<file path="src/hw/drive_cmd_regs.svh">
// Constants for the serial command and drive condition word logic.
// Assumes inclusion by bare name from the design file.
`ifndef DRIVE_CMD_REGS_SVH
`define DRIVE_CMD_REGS_SVH
// ==================================================================
// Command word bit positions
`define CW_PRESET_LSB 0
`define CW_PRESET_MSB 1
`define CW_DC_BRAKE_N 2
`define CW_COAST_N 3
`define CW_QUICK_STOP_N 4
`define CW_FREEZE_N 5
`define CW_START 6
`define CW_TRIP_RESET 7
`define CW_JOG 8
`define CW_DATA_VALID 10
`define CW_RELAY1 11
`define CW_RELAY2 12
`define CW_SETUP_LSB 13
`define CW_SETUP_MSB 14
`define CW_REVERSE 15
// ==================================================================
// Status word bit positions
`define SW_CONTROL_READY 0
`define SW_DRIVE_READY 1
`define SW_STANDBY 2
`define SW_TRIP 3
`define SW_WARNING 7
`define SW_AT_REF 8
`define SW_SERIAL_CTRL 9
`define SW_IN_RANGE 10
`define SW_RUNNING 11
`define SW_VOLT_WARN 13
`define SW_CURR_LIMIT 14
`define SW_THERMAL 15
// ==================================================================
// Reset values
`define CMD_RESET 16'h0000
`define WORD_RESET 16'h0000
// Bus time-out default, in milliseconds
`define BUS_TIMEOUT_MS 1000
`define CLK_KHZ 25000
`endif

</file>
<file path="src/hw/drive_cmd_pkg.sv">
// Types for the serial command and drive condition word logic.
// Assumes the constants header sits beside it.
`default_nettype none
package drive_cmd_pkg;
  // ================================================================
  // Gating choice between serial bit and digital input
  typedef enum logic [1:0] {
    gate_digital = 2'h0,
    gate_serial = 2'h1,
    gate_and = 2'h2,
    gate_or = 2'h3
  } gate_sel_t;

  // ================================================================
  // Digital inputs, active high requests
  typedef struct packed {
    logic coast;
    logic dc_brake;
    logic start;
    logic reverse;
    logic [1:0] setup;
    logic [1:0] preset;
    logic speed_up;
    logic speed_down;
  } dig_in_t;

  // ================================================================
  // Per-function gating selections
  typedef struct packed {
    gate_sel_t coast;
    gate_sel_t dc_brake;
    gate_sel_t start;
    gate_sel_t reverse;
    gate_sel_t setup;
    gate_sel_t preset;
  } gate_cfg_t;

  // ================================================================
  // Decoded drive commands
  typedef struct packed {
    logic [1:0] preset_sel;
    logic dc_brake;
    logic coast;
    logic quick_stop;
    logic freeze;
    logic ramp_stop;
    logic run;
    logic trip_reset;
    logic jog;
    logic relay1;
    logic relay2;
    logic [1:0] setup_sel;
    logic reverse;
  } drive_cmd_t;

  // ================================================================
  // Condition flags from the drive core
  typedef struct packed {
    logic tripped;
    logic warning;
    logic at_ref;
    logic serial_ctrl;
    logic in_range;
    logic running;
    logic volt_warn;
    logic curr_limit;
    logic thermal;
  } drive_flags_t;

  typedef enum logic [2:0] {
    st_idle = 3'h1,
    st_got_first = 3'h2,
    st_apply = 3'h4
  } rx_state_t;

  typedef struct packed {
    rx_state_t rx_state;
    logic [15:0] cmd_word;
    logic [15:0] ref_word;
    logic [15:0] first_word;
    logic prev_reset_bit;
    drive_cmd_t cmd;
    logic [15:0] status_word;
    logic [15:0] freq_word;
    logic reply_valid;
    logic timed_out;
    logic [31:0] idle_count;
  } state_t;
endpackage
`default_nettype wire

</file>
<file path="src/hw/drive_cmd_logic.sv">
// Command word decoder and condition word builder for a motor drive.
// Assumes a link layer delivering process words one at a time in order,
// and a drive core providing its condition flags and output frequency.
//
// Summary of operation
// - Parameter values are integers times conversion factor
// - Process block: command/reference in, status/frequency out
// - Command bits 01:00 pick preset reference
// - Bit 02 low applies DC braking
// - Bit 03 low coasts; high permits start
// - Bit 04 low does quick ramp stop
// - Bit 05 low freezes output frequency
// - Frozen drive stops only by coast or brake
// - Bit 07 resets trip on rising edge only
// - Bit 08 high selects jog frequency
// - Bit 10 low ignores whole command word
// - Bits 11/12 drive relays when configured
// - Bus time-out drops serially set relays
// - Bits 14:13 pick setup under multi-setup
// - Bit 15 reverses unless source is digital
// - Command bit 09, status 04-06,12 unused
// - Status bit 00 ready, zero when tripped
// - Status bit 01 ready but coast held
// - Functions gated with digital inputs per selection
// - And-gating needs both; serial-only uses bit
// - Status bit 03 set while tripped
`include "drive_cmd_regs.svh"
`timescale 1ns/100ps
`default_nettype none

module drive_cmd_logic #(
  parameter int unsigned TIMEOUT_CYCLES = `BUS_TIMEOUT_MS * `CLK_KHZ
) (
  input wire logic clk,
  input wire logic rst_n,
  input wire logic clk_en,
  input wire logic [15:0] rx_word,
  input wire logic rx_word_valid,
  input wire logic rx_frame_end,
  input wire logic reply_req,
  input wire logic [15:0] out_freq,
  input wire drive_cmd_pkg::dig_in_t dig_in,
  input wire drive_cmd_pkg::gate_cfg_t gate_cfg,
  input wire drive_cmd_pkg::drive_flags_t flags,
  input wire logic relay1_follows_bus,
  input wire logic relay2_follows_bus,
  input wire logic multi_setup_en,
  output logic [15:0] process_word_first,
  output logic [15:0] process_word_second,
  output logic reply_valid,
  output logic [15:0] ref_word,
  output drive_cmd_pkg::drive_cmd_t cmd
);

  // ================================================================
  // Gating functions
  function automatic logic gate_bit(input drive_cmd_pkg::gate_sel_t sel,
                                    input logic bus_req, input logic dig_req);
    case (sel)
      drive_cmd_pkg::gate_serial: gate_bit = bus_req;
      drive_cmd_pkg::gate_and: gate_bit = bus_req & dig_req;
      drive_cmd_pkg::gate_or: gate_bit = bus_req | dig_req;
      default: gate_bit = dig_req;
    endcase
  endfunction

  function automatic logic [1:0] gate_pair(input drive_cmd_pkg::gate_sel_t sel,
                                           input logic [1:0] bus_v,
                                           input logic [1:0] dig_v);
    case (sel)
      drive_cmd_pkg::gate_serial: gate_pair = bus_v;
      drive_cmd_pkg::gate_and: gate_pair = bus_v & dig_v;
      drive_cmd_pkg::gate_or: gate_pair = bus_v | dig_v;
      default: gate_pair = dig_v;
    endcase
  endfunction

  drive_cmd_pkg::state_t state_reg;
  drive_cmd_pkg::state_t state_next;
  logic [15:0] cw;
  logic coast_req;
  logic brake_req;
  logic start_req;

  // ================================================================
  // Next state
  always_comb begin
    state_next = state_reg;
    cw = state_reg.cmd_word;
    // Requests, active high; bus bits for stop functions are active low
    coast_req = gate_bit(gate_cfg.coast, ~cw[`CW_COAST_N], dig_in.coast);
    brake_req = gate_bit(gate_cfg.dc_brake, ~cw[`CW_DC_BRAKE_N], dig_in.dc_brake);
    start_req = gate_bit(gate_cfg.start, cw[`CW_START], dig_in.start);

    // Words arrive first then second; a frame end without both is dropped
    case (state_reg.rx_state)
      drive_cmd_pkg::st_idle: begin
        if (rx_word_valid) begin
          state_next.first_word = rx_word;
          state_next.rx_state = drive_cmd_pkg::st_got_first;
        end
      end
      drive_cmd_pkg::st_got_first: begin
        if (rx_word_valid) begin
          // Bit 10 low: parameter-only telegram leaves command word alone but restarts the watchdog
          if (state_reg.first_word[`CW_DATA_VALID]) begin
            state_next.cmd_word = state_reg.first_word;
            state_next.ref_word = rx_word;
            state_next.rx_state = drive_cmd_pkg::st_apply;
          end else begin
            state_next.rx_state = drive_cmd_pkg::st_idle;
          end
          state_next.idle_count = 32'h0000_0000;
          state_next.timed_out = 1'b0;
        end else if (rx_frame_end) begin
          state_next.rx_state = drive_cmd_pkg::st_idle;
        end
      end
      drive_cmd_pkg::st_apply: begin
        state_next.rx_state = drive_cmd_pkg::st_idle;
      end
      default: state_next.rx_state = drive_cmd_pkg::st_idle;
    endcase

    // Bus time-out watchdog
    if (!rx_word_valid && !state_reg.timed_out) begin
      if (state_reg.idle_count >= TIMEOUT_CYCLES - 1) begin
        state_next.timed_out = 1'b1;
      end else begin
        state_next.idle_count = state_reg.idle_count + 32'h0000_0001;
      end
    end

    // Decode applied command word; held until the next valid one
    state_next.cmd.preset_sel = gate_pair(gate_cfg.preset,
      {cw[`CW_PRESET_MSB], cw[`CW_PRESET_LSB]}, dig_in.preset);
    state_next.cmd.dc_brake = brake_req;
    state_next.cmd.coast = coast_req;
    state_next.cmd.quick_stop = ~cw[`CW_QUICK_STOP_N];
    state_next.cmd.freeze = ~cw[`CW_FREEZE_N];
    // Freeze masks start/ramp stop; only coast or brake end it
    state_next.cmd.run = state_reg.cmd.freeze ? (state_reg.cmd.run & ~coast_req & ~brake_req)
                         : (start_req & ~coast_req & ~brake_req);
    state_next.cmd.ramp_stop = ~state_reg.cmd.freeze & ~start_req;
    state_next.cmd.trip_reset = 1'b0;
    if (state_reg.rx_state == drive_cmd_pkg::st_apply) begin
      state_next.prev_reset_bit = cw[`CW_TRIP_RESET];
      state_next.cmd.trip_reset = cw[`CW_TRIP_RESET] & ~state_reg.prev_reset_bit;
    end
    state_next.cmd.jog = cw[`CW_JOG];
    // Bit 09 ignored entirely
    state_next.cmd.relay1 = relay1_follows_bus & cw[`CW_RELAY1] & ~state_next.timed_out;
    state_next.cmd.relay2 = relay2_follows_bus & cw[`CW_RELAY2] & ~state_next.timed_out;
    if (multi_setup_en) begin
      state_next.cmd.setup_sel = gate_pair(gate_cfg.setup,
        {cw[`CW_SETUP_MSB], cw[`CW_SETUP_LSB]}, dig_in.setup);
    end else begin
      state_next.cmd.setup_sel = 2'h0;
    end
    state_next.cmd.reverse = gate_bit(gate_cfg.reverse, cw[`CW_REVERSE], dig_in.reverse);

    // Reply words sampled only on request
    state_next.reply_valid = 1'b0;
    if (reply_req) begin
      state_next.status_word = `WORD_RESET;
      state_next.status_word[`SW_CONTROL_READY] = ~flags.tripped;
      state_next.status_word[`SW_DRIVE_READY] = ~flags.tripped & coast_req;
      state_next.status_word[`SW_STANDBY] = ~flags.tripped & ~coast_req & ~brake_req;
      state_next.status_word[`SW_TRIP] = flags.tripped;
      state_next.status_word[`SW_WARNING] = flags.warning;
      state_next.status_word[`SW_AT_REF] = flags.at_ref;
      state_next.status_word[`SW_SERIAL_CTRL] = flags.serial_ctrl;
      state_next.status_word[`SW_IN_RANGE] = flags.in_range;
      state_next.status_word[`SW_RUNNING] = flags.running;
      state_next.status_word[`SW_VOLT_WARN] = flags.volt_warn;
      state_next.status_word[`SW_CURR_LIMIT] = flags.curr_limit;
      state_next.status_word[`SW_THERMAL] = flags.thermal;
      state_next.freq_word = out_freq;
      state_next.reply_valid = 1'b1;
    end
  end

  // ================================================================
  // State register
  always_ff @(posedge clk) begin
    if (!rst_n) begin
      state_reg <= '0;
      state_reg.rx_state <= drive_cmd_pkg::st_idle;
      state_reg.cmd_word <= `CMD_RESET;
      state_reg.prev_reset_bit <= 1'b1;
    end else if (clk_en) begin
      state_reg <= state_next;
    end
  end

  // ================================================================
  // Outputs; parameter values stay integer, scaling is downstream
  assign process_word_first = state_reg.status_word;
  assign process_word_second = state_reg.freq_word;
  assign reply_valid = state_reg.reply_valid;
  assign ref_word = state_reg.ref_word;
  assign cmd = state_reg.cmd;

endmodule

`default_nettype wire

</file>
<file path="config.mk">
export PLATFORM = sky130hd
export DESIGN_NAME = drive_cmd_logic
export DESIGN_NICKNAME = d
export VERILOG_FILES = /design/src/hw/drive_cmd_pkg.sv /design/src/hw/drive_cmd_logic.sv
export VERILOG_INCLUDE_DIRS = /design/src /design/src/hw
export SDC_FILE = /design/constraint.sdc
export NUM_CORES = 1
export LEC_CHECK = 0
export BUFFER_PORTS_ARGS = -buffer_cell sky130_fd_sc_hd__buf_2
export CORE_MARGIN = 8
export CORE_UTILIZATION = 45
export DETAILED_ROUTE_END_ITERATION = 16
export PLACE_DENSITY = 0.78
export SYNTH_ARGS = -nofsm -noshare
export SYNTH_HDL_FRONTEND = slang
export SYNTH_SLANG_ARGS = --single-unit
</file>
<file path="constraint.sdc">
create_clock -name clk -period 2.71 [get_ports clk]
set_clock_uncertainty 0.1 [all_clocks]
set_input_delay 0.1355 -clock clk [delete_from_list [all_inputs] [get_ports clk]]
set_output_delay 0.1355 -clock clk [all_outputs]
set_load 0.01 [all_outputs]
</file>
# After elaboration in Yosys (flattened, before gate mapping)
# Cells that the tools add are included.
# classes
order_cmp	1
add_sub_neg	1
n_eq_ne	23
n_reduce_logical	8
muxes	20
n_bitwise	36
# ops
operator	n
33-bit 2-to-1 mux	3
32-bit by 1-bit adder with 32-bit output, second input constant	1
32-bit by 25-bit greater-or-equal comparator with 1-bit output, second input constant	1
32-bit 2-to-1 mux	1
2-bit == test, second input constant	12
1-bit AND	17
2-bit by 1-bit == test with 1-bit output, second input constant	6
3-bit 2-to-1 mux	4
1-bit one-hot mux with 3 select lines	4
2-bit one-hot mux with 3 select lines	2
1-bit NOT	11
3-bit one-hot mux with 2 select lines	1
3-bit AND reduction	2
2-bit AND	2
1-bit 2-to-1 mux	4
1-bit bitwise OR	4
2-bit bitwise OR	2
2-bit AND reduction	2
4-bit AND reduction	1
3-bit by 1-bit == test with 1-bit output, second input constant	1
3-bit by 2-bit == test with 1-bit output, second input constant	1
3-bit == test, second input constant	1
3-bit inequality test, second input constant	1
1-bit zero test	2
other kinds (3)	3
# word_totals
output_inout_bits	64
regBits	129
in_bits	72
wordCells	112

# Longest topological paths before layout
# Gate-level depths: netlist of the first run.
# depth
ltp_word	7
mapped_depth	8

# Worst setup path after synthesis of the first run
# Ideal clock, no wire load.
# synth_path
path_type	register to register
startpoint	register state_reg[0] (netlist name)
endpoint	register state_reg[16] (netlist name)
path_buffers	1
path_stages_with_launch	9
slack_ns	0.520
synth_period_minus_slack_ns	2.190
arrival_ns	1.971
path_cell_list	dfxtp_1 > ha_1 > nand3_1 > o211ai_2 > o2111ai_2 > and3_2 > buf_6 > and3_1 > a211o_1
# synth_between
elab_chain_cells	3
word_cells_on_any_way	4
cone_classes	add/sub: 1; order compare: 1; mux: 2
# synth_lines
item	line	source
from (decl)	drive_cmd_logic.sv:78	drive_cmd_pkg::state_t state_reg;
from (signal assigned)	drive_cmd_logic.sv:192	state_reg <= state_next;
32-bit by 1-bit adder with 32-bit output / 32-bit by 25-bit greater-or-equal comparator with 1-bit output (equally long branches)	drive_cmd_logic.sv:130, drive_cmd_logic.sv:127	
32-bit 2-to-1 mux *	drive_cmd_logic.sv:127	if (state_reg.idle_count >= TIMEOUT_CYCLES - 1) begin
33-bit 2-to-1 mux *	drive_cmd_logic.sv:126	if (!rx_word_valid && !state_reg.timed_out) begin
# Mark *: on every way between the ends. The rest lies on a longest branch, timed or not.
# A chain may end at the register's enable or synchronous reset.

# Worst setup path in the final report of the first run
# Same ends and word-level chain as after synthesis.

==> impl_metrics.py, run 1 <==
metrics = {
    "run_status": {
        "status": "complete, no violations",
    },
    "setup_path": {
        "critical_path_class": "reg -> reg",
        "type_of_element_capturing_the_critical_path": "flop",
        "critPathLaunch": "state_reg[0]",
        "r2r-start": "state_reg[0]",
        "startpoint_type": "flop",
        "path_max_fanout": 10,
        "crit_arrival_ns": 2.62,
        "worstPathRequired_ns": 2.91,
        "ff2ff_setup_slack_ns": 0.29,
    },
    "final_layout": {
        "design.final.nets": 884,
        "layout_commonest_cell": "sky130_fd_sc_hd__nand2_1",
        "areaGrowthSynthToFinish_pct": 24.5,
        "stdcell_area_um2": 7050,
        "drive_gt1_share_pct": 22.6,
        "layout_common_cells": "sky130_fd_sc_hd__nand2_1, sky130_fd_sc_hd__buf_2, sky130_fd_sc_hd__dfxtp_1, sky130_fd_sc_hd__a21oi_1, sky130_fd_sc_hd__nor2_1",
        "largest_register_ff_count": 52,
    },
    "power_and_ir_drop": {
        "p_leak_nw": 2.87,
        "vdd_drop_max_mv": 0.447,
        "power.total_mw": 4.59,
        "p_per_area_nw_per_um2": 651,
    },
    "sta": {
        "pins_over_slew_limit": 0,
        "rsz0062_at_grt": "false",
        "timing_worst_slew_pin_value_ns": 0.664,
        "report.final.hold_viol_count": 0,
        "setup_total_negative_slack_ns": 0,
        "achievable-frequency_ghz": 0.413,
        "final.period_utilization_pct": 89.3,
        "finalSetupViolCount": 0,
        "final.min_clock_period_ns": 2.42,
        "timing.max_slew.rel_slack_pct": 55.7,
        "setup_ws_ns": 0.290,
    },
    "placement": {
        "place_hpwl_mm": 9.36,
        "placed_cell_area_um2": 6010,
        "post-place-ws_ns": 0.326,
        "port_buffers": 129,
        "gp_congestion": 0.835,
    },
    "synthesis": {
        "postSynthAreaPerCell_um2": 8.07,
        "async_set_or_reset_flop_fraction_in_the_synthesized_netlist_pct": 0,
        "synthDistinctLibCells": 58,
        "seq_area_frac_synth_pct": 44.6,
        "mappedNetlistArea_um2": 5660,
        "count_of_flip_flops_with_a_built_in_enable_after_synthesis": 0,
        "yosys_warnings": 0,
        "synthesis.instances": 701,
        "yosys_most_used_dff": "sky130_fd_sc_hd__dfxtp_1",
        "ff_latch_count_synth": 126,
    },
    "cts": {
        "root_buffer": "sky130_fd_sc_hd__clkbuf_16",
        "cts_tree": "yes",
        "path_clk_slew_ns": 0.06,
        "clock_tree.htree_level_count": 4,
        "cts_inserted_buffers": 17,
        "post_cts_repair_resize_count": 0,
        "cts_sinks": 126,
        "clock_latency_ns": 0.41,
        "cts-root-to-sink-buffers": 2,
    },
    "floorplanning": {
        "die-width_um": 128,
        "dieHeight_um": 128,
        "io_pins": 136,
        "core_area_um2": 12500,
        "floorplan.initialDensity_pct": 45.4,
        "placement_rows": 41,
        "total_die_area_um2": 16400,
    },
    "drt": {
        "totalWireLength_mm": 14.9,
        "routed_length_on_met3_um": 947,
        "wl_met2_mm": 7.29,
        "topRoutingLayerUsed": "met4",
        "vias_per_cell": 5.17,
        "ant_nets": 0,
        "met1Wirelength_mm": 6.27,
        "routed-via-count": 5148,
        "drt_iter0_drc": 307,
        "drt_drc_violations_left": 0,
        "drt_pre_antenna_iters": 6,
        "routedWlPerCell_um": 15.0,
    },
    "flow_run": {
        "drv_cap": 0,
    },
    "global_route": {
        "vias_in_the_first_global_route": 4937,
        "number_of_antenna_violations_at_the_first_check_in_global_routing": 1,
        "largest_net_degree_at_the_start_of_global_routing": 66,
        "grt_usage_pct": 18.2,
        "globalRouteOverflowTotal": 0,
        "grt_first_pass_wirelength_mm": 24.2,
    },
    "hold_path": {
        "hold_path_class": "in -> reg",
        "hold_start": "dig_in[6]",
    },
}
what timing repair did:
item	in CTS	in global routing
hold endpoints to repair	62	0
hold buffers	44	0
setup buffers	0	0
power breakdown:
group          internal, mW  switching (mW)
Combinational         0.169           0.198
Clock                  1.48           0.815
Sequential             1.90          0.0266
area by class of cell:
cell class / count / area [um2]
Fill cell: 1075 / 5420
Sequential cell: 126 / 2520
Multi-Input combinational cell: 472 / 2490
Timing Repair Buffer: 186 / 1180
Clock buffer: 20 / 457
Tap cell: 172 / 215
Clock inverter: 11 / 141
Inverter: 8 / 30.0
Antenna cell: 1 / 2.50
path summary, 6_finish.rpt:
check | to | cells after the start
setup / recovery | state_reg[16] | 7
hold / removal | cmd[0] | 5
setup reg to reg | state_reg[16] | 7
hold reg to reg | process_word_second[15] | 2
through the flow:
step                      cells  hold slack (ns)  util (%)
final                       996           0.0253      56.5
after global placement      920            0.276      48.2
after global routing        996           0.0630      56.5
after detailed placement    920            0.282      48.2
after CTS                   995          0.00549      56.5
after floorplan             704            0.171         -
worst max-delay path: stages, from the launching register on:
cell and delay [ns]:
sky130_fd_sc_hd__dfxtp_1 0.39, sky130_fd_sc_hd__ha_1 0.26, sky130_fd_sc_hd__nand3_1 0.21, sky130_fd_sc_hd__o211ai_2 0.23, sky130_fd_sc_hd__o2111ai_2 0.30, sky130_fd_sc_hd__and3_2 0.39, sky130_fd_sc_hd__and3_1 0.18, sky130_fd_sc_hd__a211o_1 0.25
synth_stat cells (all sizes together) (2+ instances only):
library cell	number	area, um2
nand2	151	569
dfxtp	126	2520
a21oi	84	420
buf	71	524
nor2	59	221
clkbuf	27	101
mux2i	26	260
o21ai	21	105
nand3	19	95.1
nor3	16	80.1
and2	11	70.1
and3	9	62.6
nand4	9	56.3
inv	7	26.3
xnor2	6	52.6
and4	5	45.0
nor4	5	52.6
or3	5	31.3
o211ai	4	35.0
a31oi	3	25.0
a32o	3	30.0
nand2b	3	18.8
nor3b	3	22.5
or4	3	22.5
a211o	2	17.5
a22oi	2	15.0
o21bai	2	15.0
o2bb2ai	2	17.5
kinds of logic after synthesis:
group / synth area share [%]
other cells: 0.0663
mux: 4.60
simple gates: 24.4
fa+ha+maj: 0.221
xor+xnor: 1.08
buf+inv: 11.6
compound gates: 13.5
flops: 44.6
layer usage:
| metal | track usage (%) | up-vias |
|---|---|---|
| met1 | 21.0 | 2391 |
| met5 | 0 | - |
| li1 | - | 2543 |
| met3 | 5.99 | 45 |
| met4 | 9.02 | 0 |
| met2 | 29.7 | 169 |
Note: power is estimated with default switching activity, not from simulation.
==> inputs of run 2 (changes only) <==
==> constraint.sdc (replaced) <==
create_clock -name clk -period 2.65 [get_ports clk]
set_clock_uncertainty 0.1 [all_clocks]
set_input_delay 0.1325 -clock clk [delete_from_list [all_inputs] [get_ports clk]]
set_output_delay 0.1325 -clock clk [all_outputs]
set_load 0.01 [all_outputs]
==> impl_metrics.py, run 2 (synthesis results as in run 1) <==
metrics = {
    "run_status": {
        "status": "complete, no violations",
    },
    "hold_path": {
        "hold_depth": 5,
        "hold_start": "dig_in[6]",
        "hold_path_class": "in -> reg",
        "min_delay_worst_endpoint": "cmd[0]",
    },
    "drt": {
        "drt_iter0_drc": 281,
        "ant_nets": 0,
        "drt_drc_violations_left": 0,
        "totalWireLength_mm": 15.2,
        "routed-via-count": 5203,
        "vias_per_cell": 5.21,
        "drt_pre_antenna_iters": 5,
        "routedWlPerCell_um": 15.2,
    },
    "global_route": {
        "globalRouteOverflowTotal": 0,
        "vias_in_the_first_global_route": 5178,
        "grt_use_met1_pct": 20.8,
        "grt_usage_pct": 18.5,
        "grt.busiest_layer": "met2",
        "gr-usage-met3_pct": 6.20,
        "grt_first_pass_wirelength_mm": 24.8,
        "number_of_antenna_violations_at_the_first_check_in_global_routing": 0,
        "largest_net_degree_at_the_start_of_global_routing": 73,
        "use_met2_pct": 31.0,
    },
    "final_layout": {
        "multiInputGateArea_um2": 2490,
        "register_area_um2": 2520,
        "layout_commonest_cell": "sky130_fd_sc_hd__nand2_1",
        "largest_register_ff_count": 52,
        "drive_gt1_share_pct": 23.0,
        "filler_cell_count": 1066,
        "design.final.nets": 887,
        "post-route-util_pct": 56.9,
        "areaGrowthSynthToFinish_pct": 25.2,
        "layout_common_cells": "sky130_fd_sc_hd__nand2_1, sky130_fd_sc_hd__buf_2, sky130_fd_sc_hd__dfxtp_1, sky130_fd_sc_hd__a21oi_1, sky130_fd_sc_hd__nor2_1",
        "finish.cell_count_without_fillers": 999,
        "insertedDiodeCount": 0,
    },
    "cts": {
        "clock_tree.htree_level_count": 4,
        "clock_latency_ns": 0.41,
        "post_cts_buffers": 0,
        "root_buffer": "sky130_fd_sc_hd__clkbuf_16",
        "path_clk_slew_ns": 0.06,
        "post_cts_repair_resize_count": 0,
        "cts_tree": "yes",
        "cts-root-to-sink-buffers": 2,
        "cts_inserted_buffers": 17,
        "cts_sinks": 126,
    },
    "sta": {
        "timing_worst_slew_pin_value_ns": 0.750,
        "final.min_clock_period_ns": 2.42,
        "pins_over_slew_limit": 0,
        "report.final.hold_viol_count": 0,
        "timing.max_slew.rel_slack_pct": 50.0,
        "setup_total_negative_slack_ns": 0,
        "final.period_utilization_pct": 91.3,
        "finalSetupViolCount": 0,
        "achievable-frequency_ghz": 0.413,
        "rsz0062_at_grt": "false",
    },
    "power_and_ir_drop": {
        "vdd_drop_max_mv": 0.466,
        "switchingPower_mw": 1.10,
        "power_frac_seq_pct": 41.5,
        "swShare_pct": 23.1,
        "cell_internal_pwr_mw": 3.65,
        "p_leak_nw": 2.89,
        "p_per_area_nw_per_um2": 670,
        "power_frac_clock_pct": 50.6,
        "power.share.combinational_pct": 7.9,
    },
    "floorplanning": {
        "core_area_um2": 12500,
        "die-width_um": 128,
        "dieHeight_um": 128,
        "floorplan.initialDensity_pct": 45.4,
        "total_die_area_um2": 16400,
        "io_pins": 136,
        "placement_rows": 41,
    },
    "setup_path": {
        "startpoint_type": "flop",
        "critical_path_class": "reg -> reg",
        "worstPathRequired_ns": 2.84,
        "critical-path-top-delay-family": "compound AO/OA/AOI/OAI gates",
        "worst_path_cell_with_the_longest_stage_delay": "sky130_fd_sc_hd__dfxtp_1",
        "timing.critical_path.buf_inv": 0,
        "path_max_fanout": 10,
        "ff2ff_setup_slack_ns": 0.23,
        "worst_path_largest_cell_delay_ns": 0.38,
        "r2r-start": "state_reg[0]",
        "cp_cell_sequence": "ha_1 -> nand3_1 -> o211ai_2 -> o2111ai_2 -> and3_2 -> and3_1 -> a211o_1",
        "crit_arrival_ns": 2.61,
        "crit-reg2reg-capture": "state_reg[16]",
        "type_of_element_capturing_the_critical_path": "flop",
        "number_of_cells_on_the_worst_reg_to_reg_path": 7,
    },
    "flow_run": {
        "drv_cap": 0,
    },
    "placement": {
        "placed_cells": 923,
        "gp_congestion": 0.846,
        "port_buffers": 129,
        "place_hpwl_mm": 9.75,
    },
}
[run 2: worst max-delay path by stage]
stage,from,endpoint,slack [ns],cells past startpoint
2_1_floorplan,state_reg[0],state_reg[16],0.46,8
3_3_place_gp,state_reg[0],state_reg[16],0.33,7
3_5_place_dp,state_reg[0],state_reg[16],0.28,7
4_1_cts,state_reg[0],state_reg[16],0.26,7
5_1_grt,state_reg[0],cmd[4],0.05,7
6_report,state_reg[0],state_reg[16],0.23,7
[run 2: cell type report]
class,instances,share of cell area [%]
Clock buffer,20,6.44
Tap cell,172,3.04
Timing Repair Buffer,189,17.0
Inverter,8,0.424
Clock inverter,12,2.28
Multi-Input combinational cell,472,35.2
Sequential cell,126,35.6
[run 2: power by group through the flow]
stage / Clock, mW / Combinational (mW) / Sequential, mW
after floorplan: 0 / 0.226 / 2.00
after global placement: 0 / 0.312 / 2.00
after detailed placement: 0 / 0.316 / 2.01
after CTS: 2.42 / 0.372 / 1.97
after global routing: 2.51 / 0.413 / 1.97
final: 2.40 / 0.376 / 1.97
[run 2: per-layer routing]
layer | vias up | part of all wire [%]
met5 | - | 0
met4 | 0 | 3.3
met3 | 49 | 7.2
met2 | 193 | 50
met1 | 2421 | 40
li1 | 2540 | -
[run 2: through the flow]
step	setup slack, ns	hold slack, ns	power (mW)	instance area, um2
6_report	0.230	0.0327	4.75	7090
2_1_floorplan	0.460	0.168	2.23	5670
3_5_place_dp	0.278	0.278	2.32	6030
4_1_cts	0.255	0.00642	4.76	7090
3_3_place_gp	0.326	0.273	2.32	6030
5_1_grt	0.0539	0.0668	4.90	7090
[run 2: what timing repair did]
item,4_1_cts,5_1_grt
hold buffers,44,0
endpoints found under the setup margin,0,0
endpoints found under the hold margin,64,0
[run 2: worst reg2reg max path, stage by stage (launching register included)]
cell,delay [ns]
sky130_fd_sc_hd__dfxtp_1,0.38
sky130_fd_sc_hd__ha_1,0.28
sky130_fd_sc_hd__nand3_1,0.19
sky130_fd_sc_hd__o211ai_2,0.23
sky130_fd_sc_hd__o2111ai_2,0.29
sky130_fd_sc_hd__and3_2,0.38
sky130_fd_sc_hd__and3_1,0.19
sky130_fd_sc_hd__a211o_1,0.28
